### src/logic/coil_drive_consts.vh
// constants for the coil drive control word decoder
`ifndef COIL_DRIVE_CONSTS_VH
`define COIL_DRIVE_CONSTS_VH
`define WORD_BITS 20
`define ADDR_HI_BIT 19
`define ADDR_LO_BIT 18
`define CDC_ADDR 2'h0
`define POL_A_BIT 17
`define MAG_A_HI 16
`define MAG_A_LO 9
`define POL_B_BIT 8
`define MAG_B_HI 7
`define MAG_B_LO 0
`define INTERP_BIT 9
`define DUAL_EDGE_BIT 8
`define RES_HI 3
`define RES_LO 0
`define RES_FULL_STEP 4'h8
`define STEPS_MAX 9'h100
`define STEPS_MIN 9'h001
`define RES_RESET 4'h0
`define MAG_RESET 8'h00
`define FLAG_RESET 1'b0
`define MAG_BITS 8
`define RES_BITS 4
`define COUNT_BITS 9
`define PIN_COUNT 3
`define PIN_SCK 0
`define PIN_SDI 1
`define PIN_SEL 2
`define SCK_IDLE 1'b0
`define SDI_IDLE 1'b0
`define SEL_IDLE 1'b1
`endif

### src/logic/coil_drive_control_decode.v
// serial port receiver and decoder for the coil drive control word
`timescale 1ns/1ps
`include "coil_drive_consts.vh"

// How it works
// - top two bits zero selects this register
// - disable set: direct per-coil current layout
// - disable clear: step interface configuration layout
// - bit 17 is coil A polarity
// - bits 16..9 coil A magnitude
// - bit 8 is coil B polarity
// - bits 7..0 coil B magnitude
// - bit 9 enables sixteenfold step interpolation
// - bit 8 enables dual edge stepping
// - bits 3..0 select microsteps, 256 to 1
// - latch last 20 bits at select rise
// - disable bit arrives as an input
module coil_drive_control_decode (
    input wire clk, // system clock, 250 MHz
    input wire rst, // synchronous reset, active high
    input wire sck, // serial clock from host
    input wire sdi, // serial data from host
    input wire cs_n, // chip select from host, active low
    input wire step_input_disable, // layout select from driver configuration
    output reg coil_a_polarity, // direct mode coil A sign
    output reg [7:0] coil_a_magnitude, // direct mode coil A current
    output reg coil_b_polarity, // direct mode coil B sign
    output reg [7:0] coil_b_magnitude, // direct mode coil B current
    output reg step_interpolation_enable, // step mode interpolation
    output reg dual_edge_step, // step mode dual edge
    output reg [3:0] microstep_resolution, // step mode resolution code
    output reg [8:0] microsteps_per_quarter, // decoded microsteps per 90 degrees
    output reg step_inputs_enabled, // step/direction inputs honoured
    output reg word_strobe // one-cycle pulse on each accepted word
);
    parameter WORD_BITS = `WORD_BITS;
    parameter MAG_BITS = `MAG_BITS;
    parameter RES_BITS = `RES_BITS;
    parameter COUNT_BITS = `COUNT_BITS;
    parameter PIN_COUNT = `PIN_COUNT;

    // ****************************************
    // pin synchronisers
    // ****************************************
    // every host pin is asynchronous to clk; each one passes two stages
    wire [PIN_COUNT-1:0] pin_raw;
    wire [PIN_COUNT-1:0] pin_idle;
    wire [PIN_COUNT-1:0] pin_sync;
    reg [PIN_COUNT-1:0] pin_prev;
    wire sck_rise;
    wire cs_rise;
    wire sel;
    wire sdi_bit;

    assign pin_raw[`PIN_SCK] = sck;
    assign pin_raw[`PIN_SDI] = sdi;
    assign pin_raw[`PIN_SEL] = cs_n;

    // reset to idle levels so no false edge follows reset
    assign pin_idle[`PIN_SCK] = `SCK_IDLE;
    assign pin_idle[`PIN_SDI] = `SDI_IDLE;
    assign pin_idle[`PIN_SEL] = `SEL_IDLE;

    genvar g;
    generate
        for (g = 0; g < PIN_COUNT; g = g + 1) begin : g_sync
            reg meta;
            reg stable;
            always @(posedge clk) begin
                if (rst) begin
                    meta <= pin_idle[g];
                    stable <= pin_idle[g];
                end else begin
                    meta <= pin_raw[g];
                    stable <= meta;
                end
            end
            assign pin_sync[g] = stable;
        end
    endgenerate

    // ****************************************
    // edge detection
    // ****************************************
    always @(posedge clk) begin
        if (rst) begin
            pin_prev <= pin_idle;
        end else begin
            pin_prev <= pin_sync;
        end
    end

    assign sck_rise = pin_sync[`PIN_SCK] & ~pin_prev[`PIN_SCK];
    assign cs_rise = pin_sync[`PIN_SEL] & ~pin_prev[`PIN_SEL];
    // sdi goes through the same two stages as sck, so they stay aligned
    assign sdi_bit = pin_sync[`PIN_SDI];
    assign sel = ~pin_sync[`PIN_SEL];

    // ****************************************
    // shift register
    // ****************************************
    reg [WORD_BITS-1:0] shift;
    reg [WORD_BITS-1:0] next_shift;

    // longer frames just push older bits out the top
    always @* begin
        next_shift = shift;
        if (sel && sck_rise) begin
            next_shift = {shift[WORD_BITS-2:0], sdi_bit};
        end
    end

    always @(posedge clk) begin
        if (rst) begin
            shift <= {WORD_BITS{1'b0}};
        end else begin
            shift <= next_shift;
        end
    end

    // ****************************************
    // field extraction
    // ****************************************
    // pure function of code; codes above full step saturate at one
    function [COUNT_BITS-1:0] steps_of;
        input [RES_BITS-1:0] code;
        begin
            if (code > `RES_FULL_STEP) begin
                steps_of = `STEPS_MIN;
            end else begin
                steps_of = `STEPS_MAX >> code;
            end
        end
    endfunction

    wire [1:0] word_addr;
    wire word_is_ctrl;
    wire latch_direct;
    wire latch_step;
    wire field_pol_a;
    wire [MAG_BITS-1:0] field_mag_a;
    wire field_pol_b;
    wire [MAG_BITS-1:0] field_mag_b;
    wire field_interp;
    wire field_dual;
    wire [RES_BITS-1:0] field_res;
    wire [COUNT_BITS-1:0] field_steps;

    assign word_addr = {shift[`ADDR_HI_BIT], shift[`ADDR_LO_BIT]};
    assign word_is_ctrl = cs_rise && (word_addr == `CDC_ADDR);
    // the layout bit is sampled only at latch time
    assign latch_direct = word_is_ctrl && step_input_disable;
    assign latch_step = word_is_ctrl && !step_input_disable;

    assign field_pol_a = shift[`POL_A_BIT];
    assign field_mag_a = shift[`MAG_A_HI:`MAG_A_LO];
    assign field_pol_b = shift[`POL_B_BIT];
    assign field_mag_b = shift[`MAG_B_HI:`MAG_B_LO];
    // reserved bits are not checked; the host keeps them zero
    assign field_interp = shift[`INTERP_BIT];
    assign field_dual = shift[`DUAL_EDGE_BIT];
    assign field_res = shift[`RES_HI:`RES_LO];
    assign field_steps = steps_of(field_res);

    // ****************************************
    // next values
    // ****************************************
    reg next_coil_a_polarity;
    reg [MAG_BITS-1:0] next_coil_a_magnitude;
    reg next_coil_b_polarity;
    reg [MAG_BITS-1:0] next_coil_b_magnitude;
    reg next_step_interpolation_enable;
    reg next_dual_edge_step;
    reg [RES_BITS-1:0] next_microstep_resolution;
    reg [COUNT_BITS-1:0] next_microsteps_per_quarter;
    reg next_step_inputs_enabled;
    reg next_word_strobe;

    // each layout leaves the other's fields alone
    always @* begin
        next_coil_a_polarity = coil_a_polarity;
        next_coil_a_magnitude = coil_a_magnitude;
        next_coil_b_polarity = coil_b_polarity;
        next_coil_b_magnitude = coil_b_magnitude;
        next_step_interpolation_enable = step_interpolation_enable;
        next_dual_edge_step = dual_edge_step;
        next_microstep_resolution = microstep_resolution;
        next_microsteps_per_quarter = microsteps_per_quarter;
        next_step_inputs_enabled = step_inputs_enabled;
        next_word_strobe = `FLAG_RESET;
        if (word_is_ctrl) begin
            next_word_strobe = 1'b1;
            next_step_inputs_enabled = ~step_input_disable;
        end
        if (latch_direct) begin
            next_coil_a_polarity = field_pol_a;
            next_coil_a_magnitude = field_mag_a;
            next_coil_b_polarity = field_pol_b;
            next_coil_b_magnitude = field_mag_b;
        end
        if (latch_step) begin
            next_step_interpolation_enable = field_interp;
            next_dual_edge_step = field_dual;
            next_microstep_resolution = field_res;
            next_microsteps_per_quarter = field_steps;
        end
    end

    // ****************************************
    // output registers
    // ****************************************
    always @(posedge clk) begin
        if (rst) begin
            coil_a_polarity <= `FLAG_RESET;
            coil_a_magnitude <= `MAG_RESET;
            coil_b_polarity <= `FLAG_RESET;
            coil_b_magnitude <= `MAG_RESET;
            step_interpolation_enable <= `FLAG_RESET;
            dual_edge_step <= `FLAG_RESET;
            microstep_resolution <= `RES_RESET;
            microsteps_per_quarter <= `STEPS_MAX;
            step_inputs_enabled <= `FLAG_RESET;
            word_strobe <= `FLAG_RESET;
        end else begin
            coil_a_polarity <= next_coil_a_polarity;
            coil_a_magnitude <= next_coil_a_magnitude;
            coil_b_polarity <= next_coil_b_polarity;
            coil_b_magnitude <= next_coil_b_magnitude;
            step_interpolation_enable <= next_step_interpolation_enable;
            dual_edge_step <= next_dual_edge_step;
            microstep_resolution <= next_microstep_resolution;
            microsteps_per_quarter <= next_microsteps_per_quarter;
            step_inputs_enabled <= next_step_inputs_enabled;
            word_strobe <= next_word_strobe;
        end
    end
endmodule // coil_drive_control_decode

### config.mk
export PLATFORM = sky130hd
export DESIGN_NAME = coil_drive_control_decode
export DESIGN_NICKNAME = d
export VERILOG_FILES = /design/src/logic/coil_drive_control_decode.v
export VERILOG_INCLUDE_DIRS = /design/src /design/src/logic
export SDC_FILE = /design/constraint.sdc
export NUM_CORES = 1
export LEC_CHECK = 0
export ABC_AREA = 1
export BUFFER_PORTS_ARGS = -buffer_cell sky130_fd_sc_hd__buf_4
export CAP_MARGIN = 20
export CORE_ASPECT_RATIO = 0.5
export CORE_MARGIN = 3
export CORE_UTILIZATION = 40
export CTS_CLUSTER_SIZE = 20
export DETAILED_ROUTE_END_ITERATION = 16
export PLACE_DENSITY_LB_ADDON = 0.08
export SLEW_MARGIN = 25
export SYNTH_ARGS = -nofsm -noshare
export SYNTH_HDL_FRONTEND = slang
export SYNTH_SLANG_ARGS = --single-unit
### constraint.sdc
create_clock -name clk -period 1.4 [get_ports clk]
set_input_delay 0 -clock clk [delete_from_list [all_inputs] [get_ports clk]]
set_output_delay 0 -clock clk [all_outputs]
set_load 0.01 [all_outputs]
Word-level counts from Yosys, hierarchy flattened
Cells that the tools add are included.
{"block": "totals", "out_inout_bits": 35, "register_bits": 64}
{"block": "op_classes", "n_reduce_logical": 6, "n_mux": 2, "n_bitwise": 6, "shifts": 1, "order_cmp": 1}
{"operator": "9-bit 2-to-1 mux", "count": 1}
{"operator": "9-bit by 4-bit right shift with 9-bit output (first input constant)", "count": 1}
{"operator": "4-bit > comparator (second input constant)", "count": 1}
{"operator": "1-bit logical AND", "count": 4}
{"operator": "1-bit inverter", "count": 4}
{"operator": "1-bit bitwise AND", "count": 2}
{"operator": "2-bit zero test", "count": 1}
{"operator": "1-bit zero test", "count": 1}
{"operator": "1-bit 2-to-1 mux", "count": 1}

Logic depth before layout (Yosys ltp)
Gate-level depths: netlist (run 1).
{"block": "logic_depth", "ltp_word": 4, "ltp_mapped": 7}

Worst setup path before layout (run 1)
Ideal clock, no wire load.
{"block": "synth_path", "path_type": "flip-flop to flip-flop", "startpoint": "register g_sync[2].stable", "endpoint": "register coil_a_magnitude[2]", "setup_ns": 0.132, "setup_slack_ns": 0.307, "t_arrival_ns": 0.961, "required_time_ns": 1.268, "path_stages_with_launch": 7, "path_cell_list": "dfxtp_1 > inv_2 > nor2_8 > nand3_2 > buf_2 > nand2_1 > a21oi_1"}
{"block": "synth_between", "elab_chain_cells": 3}
{"element": "start, declared", "line": "coil_drive_control_decode.v:68", "text": "reg stable;"}
{"element": "start signal, assigned", "line": "coil_drive_control_decode.v:72", "text": "stable <= pin_idle[g];"}
{"element": "start signal, assigned", "line": "coil_drive_control_decode.v:75", "text": "stable <= meta;"}
{"element": "1-bit bitwise AND", "line": "coil_drive_control_decode.v:94", "text": "assign cs_rise = pin_sync[`PIN_SEL] & ~pin_prev[`PIN_SEL];"}
{"element": "1-bit logical AND", "line": "coil_drive_control_decode.v:150", "text": "assign word_is_ctrl = cs_rise && (word_addr == `CDC_ADDR);"}
{"element": "1-bit logical AND", "line": "coil_drive_control_decode.v:152", "text": "assign latch_direct = word_is_ctrl && step_input_disable;"}
{"element": "end signal, assigned", "line": "coil_drive_control_decode.v:215", "text": "coil_a_magnitude <= `MAG_RESET;"}
{"element": "end signal, assigned", "line": "coil_drive_control_decode.v:226", "text": "coil_a_magnitude <= next_coil_a_magnitude;"}
{"element": "end, declared", "line": "coil_drive_control_decode.v:26", "text": "output reg [7:0] coil_a_magnitude,"}
Every way passes these cells.
A chain may end at the register's enable or synchronous reset.

Worst setup path after layout (run 1)
{"block": "layout_path", "startpoint": "register shift[19]", "endpoint": "register microsteps_per_quarter[5]"}
{"block": "layout_between", "elab_chain_cells": 3}
{"element": "start, declared", "line": "coil_drive_control_decode.v:102", "text": "reg [WORD_BITS-1:0] shift;"}
{"element": "start signal, assigned", "line": "coil_drive_control_decode.v:115", "text": "shift <= {WORD_BITS{1'b0}};"}
{"element": "start signal, assigned", "line": "coil_drive_control_decode.v:117", "text": "shift <= next_shift;"}
{"element": "2-bit zero test (no source line)"}
{"element": "1-bit logical AND", "line": "coil_drive_control_decode.v:150"}
{"element": "1-bit logical AND", "line": "coil_drive_control_decode.v:153", "text": "assign latch_step = word_is_ctrl && !step_input_disable;"}
{"element": "end signal, assigned", "line": "coil_drive_control_decode.v:221", "text": "microsteps_per_quarter <= `STEPS_MAX;"}
{"element": "end signal, assigned", "line": "coil_drive_control_decode.v:232", "text": "microsteps_per_quarter <= next_microsteps_per_quarter;"}
{"element": "end, declared", "line": "coil_drive_control_decode.v:32", "text": "output reg [8:0] microsteps_per_quarter,"}
Every way passes these cells.

==> results.txt, run 1 <==
----------------------------------------------------
[Status]
  Status ... complete, no violations

[CTS]
  Clock latency reported for the late side of the worst-skew pair ... 320 ps
  Cts bufs inserted ... 9
  Number of clock sinks seen by CTS ... 63
  Maximum clock insertion buffer count ... 2
  CTS root buf ... clkbuf_16
  CTS clock-pin slew for the worst setup and hold paths ... 50 ps
  Number of post-CTS setup repair buffers ... 0
  Htree depth ... 3
  TritonCTS clock tree ... built

[Final layout]
  Share of cells above drive strength 1 ... 21.6%
  ANT cells ... 0
  Area growth from synthesis to final layout ... 31.0%
  Area used by multi-input combinational logic ... 885 sq um
  Count of filler cells inserted in the layout ... 484
  Layout Nets ... 330
  Area taken by flip-flops and latches ... 1260 sq um

[Timing]
  Crit share post-route ... 86.5%
  Clock skew after layout ... 4.32 ps
  Number of endpoints with negative hold slack in the final report ... 0
  Final setup margin ... 190 ps
  Count of final max-slew check failures ... 0
  Min Clock Period, post-route ... 1210 ps
  Peak Freq ... 0.826 GHz
  Final TNS setup ... 0 ps
  Final setup vio count ... 0
  Transition at the pin with the smallest max-transition slack ... 349 ps
  Hold slack final ... 14.2 ps
  RSZ-0062 raised after global routing ... no
  Worst slew margin relative to its limit ... 76.7%

[Route]
  Via-to-Cell Ratio ... 4.86
  Pre-Repair DR Iteration Count ... 6
  Final wirelength ... 4.90 mm
  Antenna Violating Nets Remaining ... 0
  DRC violation count after routing ... 0
  Starting DRT DRC Count ... 103
  DR vias ... 1,941
  Routed length per placed instance ... 12.3 microns

[Floorplanning]
  I/O Pins ... 41
  Die outline height ... 59.2 microns
  Number of placement rows ... 18
  Initial cell density of the core ... 43.7%
  Chip width ... 112 microns
  Overall die area ... 6650 sq um
  Core outline area ... 5180 sq um

[Synthesis]
  Syn avg cell area ... 8.11 sq um
  Area share of the largest cell type after synthesis ... 55.7%
  Number of enable flip-flop cells after synthesis ... 0
  Top FF cell, synth ... dfxtp_1
  Leading cell types by count after synthesis ... nand2_1 (85), dfxtp_1 (63), a21oi_1 (52), nand3_1 (19), nor2_1 (12)
  Number of flip-flops and latches in the synthesized netlist ... 63
  Top post-synthesis cells by area ... dfxtp_1 (56%), nand2_1 (14%), a21oi_1 (11%)
  Fraction of registers with async set/reset ... 0%
  Nets in the synthesized netlist ... 285
  Synthesized area ... 2260 sq um
  Sequential cell area fraction in the yosys report ... 55.7%
  Cells after synthesis ... 279
  Most common cell in the netlist ... nand2_1
  Leading area contributor after synthesis ... dfxtp_1
  Total number of yosys warnings ... 0
  Distinct cell type count after synthesis ... 20

[Critical path]
  Slowest cell on the critical path ... dfxtp_1
  Startpoint type of the worst setup path ... register
  Slowest stage delay, CP ... 330 ps
  Worst path arrival time ... 1420 ps
  Endpoint required time on the critical path ... 1610 ps
  Chain of cells forming the critical path ... nor2_4 -> nand3_2 -> nor2_1 -> nor2_1
  Max Fanout on Critical Path ... 17
  Category of the critical setup timing path ... register to register
  Crit end category ... register
  Cell mode on critical path ... nor2_1

[Global route]
  Antenna violations before repair ... 0
  Overflow left after global routing ... 0
  Largest net degree at the start of global routing ... 35
  Number of global-route vias before repair ... 1,800
  Global-route usage over all layers ... 16.4%
  First-pass GRT wire length ... 8.34 mm

[Placement]
  HPWL Detailed ... 3.27 mm
  Port bufs ... 40
  Setup slack at placement ... 136 ps
  Final Wtd Congestion ... 0.775

[Worst hold path]
  Hold Path Class ... primary input to register

[Pwr]
  Cell leakage power ... 0.00115 uW
  Peak supply drop ... 0.879 mV
  Total power of the final layout ... 4210 uW
  Total power density per cell area ... 1420 nW/um^2

[Job]
  Maximum capacitance violations ... 0

----------------------------------------------------
-- cell families after synthesis --
group	Yosys count	share of synthesized area [%]
compound gates	56	12.4
buf+inv	28	5.42
flops	63	55.7
simple gates	132	26.5
-- worst max-delay path: cells and delay by family (launching register included) --
family / cells / cell delay (ps)
DFF: 1 / 330
and+or+nand+nor: 4 / 770
-- area by class of cell --
type	count	share of cell area, %
Clock buffer	12	7.98
Multi-Input combinational cell	188	29.8
Clock inverter	4	2.36
Tap cell	70	2.95
Sequential cell	63	42.5
Timing Repair Buffer	49	12.7
Inverter	13	1.65
-- per-stage QoR --
step	area (sq um)	instances	util, %
2_1_floorplan	2260	279	-
3_3_place_gp	2620	380	50.6
3_5_place_dp	2620	380	50.6
4_1_cts	2960	399	57.1
5_1_grt	2960	399	57.2
6_report	2960	399	57.2
-- per-layer routing --
layer  vias to the layer above  global-route usage [%]  routed length, microns
met4                         0                    7.71                      44
li1                        998                       -                       -
met1                       902                    20.6                    2430
met5                         -                       0                       0
met3                         4                    7.03                     243
met2                        37                    24.6                    2190
-- path summary, 6_finish.rpt --
check	slack, ps	depth (start not counted)	end	startpoint
max	190	4	microsteps_per_quarter[5]$_SDFFE_PP0P_	shift[19]$_SDFFE_PP0P_
min	10	4	dual_edge_step$_SDFFE_PP0P_	step_input_disable
max reg2reg	190	4	microsteps_per_quarter[5]$_SDFFE_PP0P_	shift[19]$_SDFFE_PP0P_
min reg2reg	400	2	g_sync[1].stable$_SDFF_PP0_	g_sync[1].meta$_SDFF_PP0_
-- power breakdown --
group / leakage [uW] / switching (uW) / internal [uW]
Sequential: 0.000509 / 7.20 / 1810
Combinational: 0.000488 / 75.8 / 37.7
Clock: 0.000151 / 730 / 1550
Total: 0.00115 / 813 / 3400
-- sequential cells by signal (all words and copies together), names as in the netlist, 2 cells and up --
register                flops
g_sync.stable               3
microsteps_per_quarter      9
coil_b_magnitude            8
shift                      20
g_sync.meta                 3
coil_a_magnitude            8
microstep_resolution        4
pin_prev                    2
-- what timing repair did --
| action | 4_1_cts | 5_1_grt |
|---|---|---|
| gates resized for setup | 0 | 1 |
| endpoints found under the hold margin | 3 | 0 |
| endpoints found under the setup margin | 0 | 4 |
| hold buffers | 3 | 0 |
-- cells in the final DEF, fill, tap and decap left out, types with 2 or more instances in the layout --
cell type | synthesis | final
nor2_4 | 1 | 2
nor3_1 | 4 | 4
bufinv_16 | 0 | 2
dfxtp_1 | 63 | 63
or2_2 | 2 | 2
buf_4 | 1 | 46
inv_2 | 2 | 2
o21ai_0 | 4 | 4
clkinv_2 | 0 | 2
clkbuf_1 | 8 | 3
dlygate4sd3_1 | 0 | 3
inv_1 | 11 | 11
nor2_8 | 2 | 2
a21oi_1 | 52 | 52
clkbuf_16 | 0 | 9
nand2_1 | 85 | 85
nand4_1 | 2 | 2
nor2_1 | 12 | 12
nand3_2 | 2 | 2
nand3_1 | 19 | 19
(Power assumes the default switching activity.)
==> run 2: changes to the inputs <==
--- a/config.mk
+++ b/config.mk
@@ -6,7 +6,6 @@
 export SDC_FILE = /design/constraint.sdc
 export NUM_CORES = 1
 export LEC_CHECK = 0
-export ABC_AREA = 1
 export BUFFER_PORTS_ARGS = -buffer_cell sky130_fd_sc_hd__buf_4
 export CAP_MARGIN = 20
 export CORE_ASPECT_RATIO = 0.5
@@ -15,7 +14,7 @@
 export CTS_CLUSTER_SIZE = 20
 export DETAILED_ROUTE_END_ITERATION = 16
 export PLACE_DENSITY_LB_ADDON = 0.08
-export SLEW_MARGIN = 25
+export SLEW_MARGIN = 20
 export SYNTH_ARGS = -nofsm -noshare
 export SYNTH_HDL_FRONTEND = slang
 export SYNTH_SLANG_ARGS = --single-unit
==> results.txt, run 2 <==
----------------------------------------------------
[CTS]
  TritonCTS clock tree ... built
  Htree depth ... 3 (unchanged)
  Number of clock sinks seen by CTS ... 63 (unchanged)
  CTS clock-pin slew for the worst setup and hold paths ... 50 ps (about the same)
  Maximum clock insertion buffer count ... 2 (unchanged)
  CTS root buf ... clkbuf_16
  Clock latency reported for the late side of the worst-skew pair ... 330 ps (about the same)
  Cts bufs inserted ... 9 (unchanged)

[Route]
  DRC violation count after routing ... 0 (unchanged)
  Final wirelength ... 5.96 mm (+22%)
  Starting DRT DRC Count ... 130 (+26%)
  Via-to-Cell Ratio ... 5.26 (+8.2%)
  Routed length per placed instance ... 15.1 microns (+22%)
  DR vias ... 2,084 (+7.4%)
  Pre-Repair DR Iteration Count ... 4 (-2)
  Antenna Violating Nets Remaining ... 0 (unchanged)

[Floorplanning]
  I/O Pins ... 41 (unchanged)
  Die outline height ... 60.4 microns (+2.1%)
  Core outline area ... 5610 sq um (+8.3%)
  Overall die area ... 6940 sq um (+4.4%)
  Chip width ... 115 microns (+2.2%)
  Number of placement rows ... 19 (+1)
  Initial cell density of the core ... 42.3% (-1.4 points)

[Synthesis]
  Sequential cell area fraction in the yosys report ... 53.2% (-2.5 points)
  Cells after synthesis ... 271 (-2.9%)
  Number of flip-flops and latches in the synthesized netlist ... 63 (unchanged)
  Leading area contributor after synthesis ... dfxtp_1
  Top post-synthesis cells by area ... dfxtp_1 (53%), a21oi_1 (11%), nand3_1 (6.5%)
  Synthesized area ... 2370 sq um (+4.8%)
  Most common cell in the netlist ... dfxtp_1
  Leading cell types by count after synthesis ... dfxtp_1 (63), a21oi_1 (52), nand2_1 (40), nand3_1 (31), o21ai_1 (23)
  Number of enable flip-flop cells after synthesis ... 0 (unchanged)
  Total number of yosys warnings ... 0 (unchanged)
  Nets in the synthesized netlist ... 277 (-2.8%)
  Distinct cell type count after synthesis ... 25 (+25%)
  Syn avg cell area ... 8.75 sq um (+7.8%)
  Top FF cell, synth ... dfxtp_1
  Area share of the largest cell type after synthesis ... 53.2% (-2.5 points)
  Fraction of registers with async set/reset ... 0% (unchanged)

[Placement]
  HPWL Detailed ... 3.32 mm (+1.6%)
  Port bufs ... 40 (unchanged)
  Placed Cells ... 372 (-2.1%)
  Setup slack at placement ... -45.4 ps (-181 ps)
  Final Wtd Congestion ... 0.698 (-10%)

[Global route]
  First-pass GRT wire length ... 9.56 mm (+15%)
  Largest net degree at the start of global routing ... 64 (+83%)
  Antenna violations before repair ... 0 (unchanged)
  Number of global-route vias before repair ... 1,953 (+8.5%)
  Overflow left after global routing ... 0 (unchanged)
  Global-route usage over all layers ... 17.8% (+1.4 points)

[Worst hold path]
  Start point of the worst min-delay path ... rst
  End of the worst hold path ... g_sync[1].stable$_SDFF_PP0_
  Hold Path Class ... primary input to register
  Hold depth ... 2 (-2)

[Critical path]
  Capturing point of the worst reg2reg path ... coil_a_magnitude[5]$_SDFFE_PP0P_
  Startpoint type of the worst setup path ... register
  Worst path arrival time ... 1610 ps (+190 ps)
  Reg-to-reg setup timing slack ... -30 ps (-220 ps)
  Crit end category ... register
  Endpoint required time on the critical path ... 1580 ps (-30 ps)
  Category of the critical setup timing path ... register to register
  Number of cells traversed by the worst register-to-register path ... 4 (unchanged)
  Max Fanout on Critical Path ... 11 (-6)
  Worst flop-to-flop path startpoint ... pin_prev[2]$_SDFF_PP1_

[Status]
  Status ... finished with violations
  Failing checks ... negative setup slack

[Timing]
  Final setup margin ... -26.1 ps (-216 ps)
  Crit share post-route ... 102% (+15 points)
  Peak Freq ... 0.701 GHz (-15%)
  Number of endpoints with negative hold slack in the final report ... 0 (unchanged)
  Final setup vio count ... 14 (+14)
  Count of final max-slew check failures ... 0 (unchanged)
  Transition at the pin with the smallest max-transition slack ... 670 ps (+321 ps)
  Min Clock Period, post-route ... 1430 ps (+216 ps)
  Clock skew after layout ... 3.73 ps (-0.590 ps)
  Worst slew margin relative to its limit ... 55.4% (-21 points)
  RSZ-0062 raised after global routing ... yes

[Final layout]
  Count of filler cells inserted in the layout ... 481 (-0.62%)
  Most common cell after layout, fill and taps aside ... dfxtp_1
  Leading cell types in the layout, fill and taps excluded ... dfxtp_1 (61), buf_4 (49), a21oi_1 (48)
  ANT cells ... 0 (unchanged)
  Number of flip-flops under the largest register name ... 20 (unchanged)
  Largest registers ... shift x20, microsteps_per_quarter x9
  Largest reg by FF count ... shift
  Area growth from synthesis to final layout ... 40.7%
  Count of placed standard cells in the final layout, fillers left out ... 396 (-0.75%)
  Layout Nets ... 324 (-1.8%)
  Share of cells above drive strength 1 ... 35.0% (+13 points)

[Pwr]
  Cell leakage power ... 0.00119 uW (+4.0%)
  Peak supply drop ... 0.593 mV (-32%)
  Total power density per cell area ... 1300 nW/um^2 (-8.5%)

[Job]
  Maximum capacitance violations ... 0 (unchanged)

----------------------------------------------------
==> run 2: cell type report <==
| class | instances | area, sq um | share of cell area [%] |
|---|---|---|---|
| repair buffers | 63 | 596 | 17.9 |
| flip-flops and latches | 63 | 1260 | 37.9 |
| well taps | 73 | 91.3 | 2.74 |
| clock inverters | 7 | 97.6 | 2.93 |
| inverters | 1 | 3.75 | 0.113 |
| clock buffers | 9 | 225 | 6.75 |
| multi-input cells | 180 | 1060 | 31.7 |
==> run 2: cell families (layout without fill, tap and decap cells) <==
family	after synthesis	in the layout	synth area share, %
simple gates	93	93	20.6
compound gates	87	87	19.7
flops	63	63	53.2
buf+inv	28	80	6.44
==> run 2: worst max path at each step <==
stage / from / endpoint / slack, ps / cells past startpoint
final: pin_prev[2]$_SDFF_PP1_ / coil_a_magnitude[5]$_SDFFE_PP0P_ / -30 / 4
after global routing: pin_prev[2]$_SDFF_PP1_ / coil_a_magnitude[5]$_SDFFE_PP0P_ / -100 / 4
after CTS: shift[19]$_SDFFE_PP0P_ / microstep_resolution[3]$_SDFFE_PP0P_ / -40 / 4
after global placement: shift[19]$_SDFFE_PP0P_ / microstep_resolution[3]$_SDFFE_PP0P_ / -20 / 4
after floorplan: shift[19]$_SDFFE_PP0P_ / microsteps_per_quarter[1]$_SDFFE_PP0P_ / 40 / 4
after detailed placement: g_sync[2].stable$_SDFF_PP1_ / microstep_resolution[3]$_SDFFE_PP0P_ / -50 / 4
==> run 2: worst max-delay path, cell delays in order (launching register included) <==
cell,delay [ps]
dfxtp_1,310
or4b_4,590
buf_6,180
o21ai_1,130
a21oi_1,80
==> run 2: power breakdown <==
| part | internal [uW] | total (uW) | switching (uW) |
|---|---|---|---|
| Sequential | 1810 | 1810 | 4.90 |
| Clock | 1560 | 2360 | 800 |
| Combinational | 61.4 | 167 | 106 |
==> run 2: layer usage <==
metal | global-route usage (%) | vias up | routed length (microns)
met1 | 22.8 | 984 | 3000
met2 | 28.1 | 42 | 2620
met5 | 0 | - | 0
li1 | - | 1049 | -
met3 | 6.97 | 9 | 269
met4 | 5.69 | 0 | 70
==> run 2: per-stage QoR <==
step | utilization, % | cell area (sq um) | TNS [ps] | hold slack (ps) | power [uW]
3_5_place_dp | 49.1 | 2760 | -532 | 191 | 1980
4_1_cts | 56.7 | 3180 | -97.9 | 175 | 4370
5_1_grt | 59.5 | 3340 | -1790 | 213 | 4490
2_1_floorplan | - | 2370 | 0 | 104 | 1930
3_3_place_gp | 49.1 | 2760 | -65.8 | 190 | 1970
6_report | 59.5 | 3340 | -138 | 182 | 4340
==> run 2: timing repair <==
action	4_1_cts	5_1_grt
pin swaps	3	12
resized for setup	9	28
cloned	2	2
hold endpoints to repair	3	0
endpoints found under the setup margin	30	33
buffers inserted	2	0
hold buffers	3	0
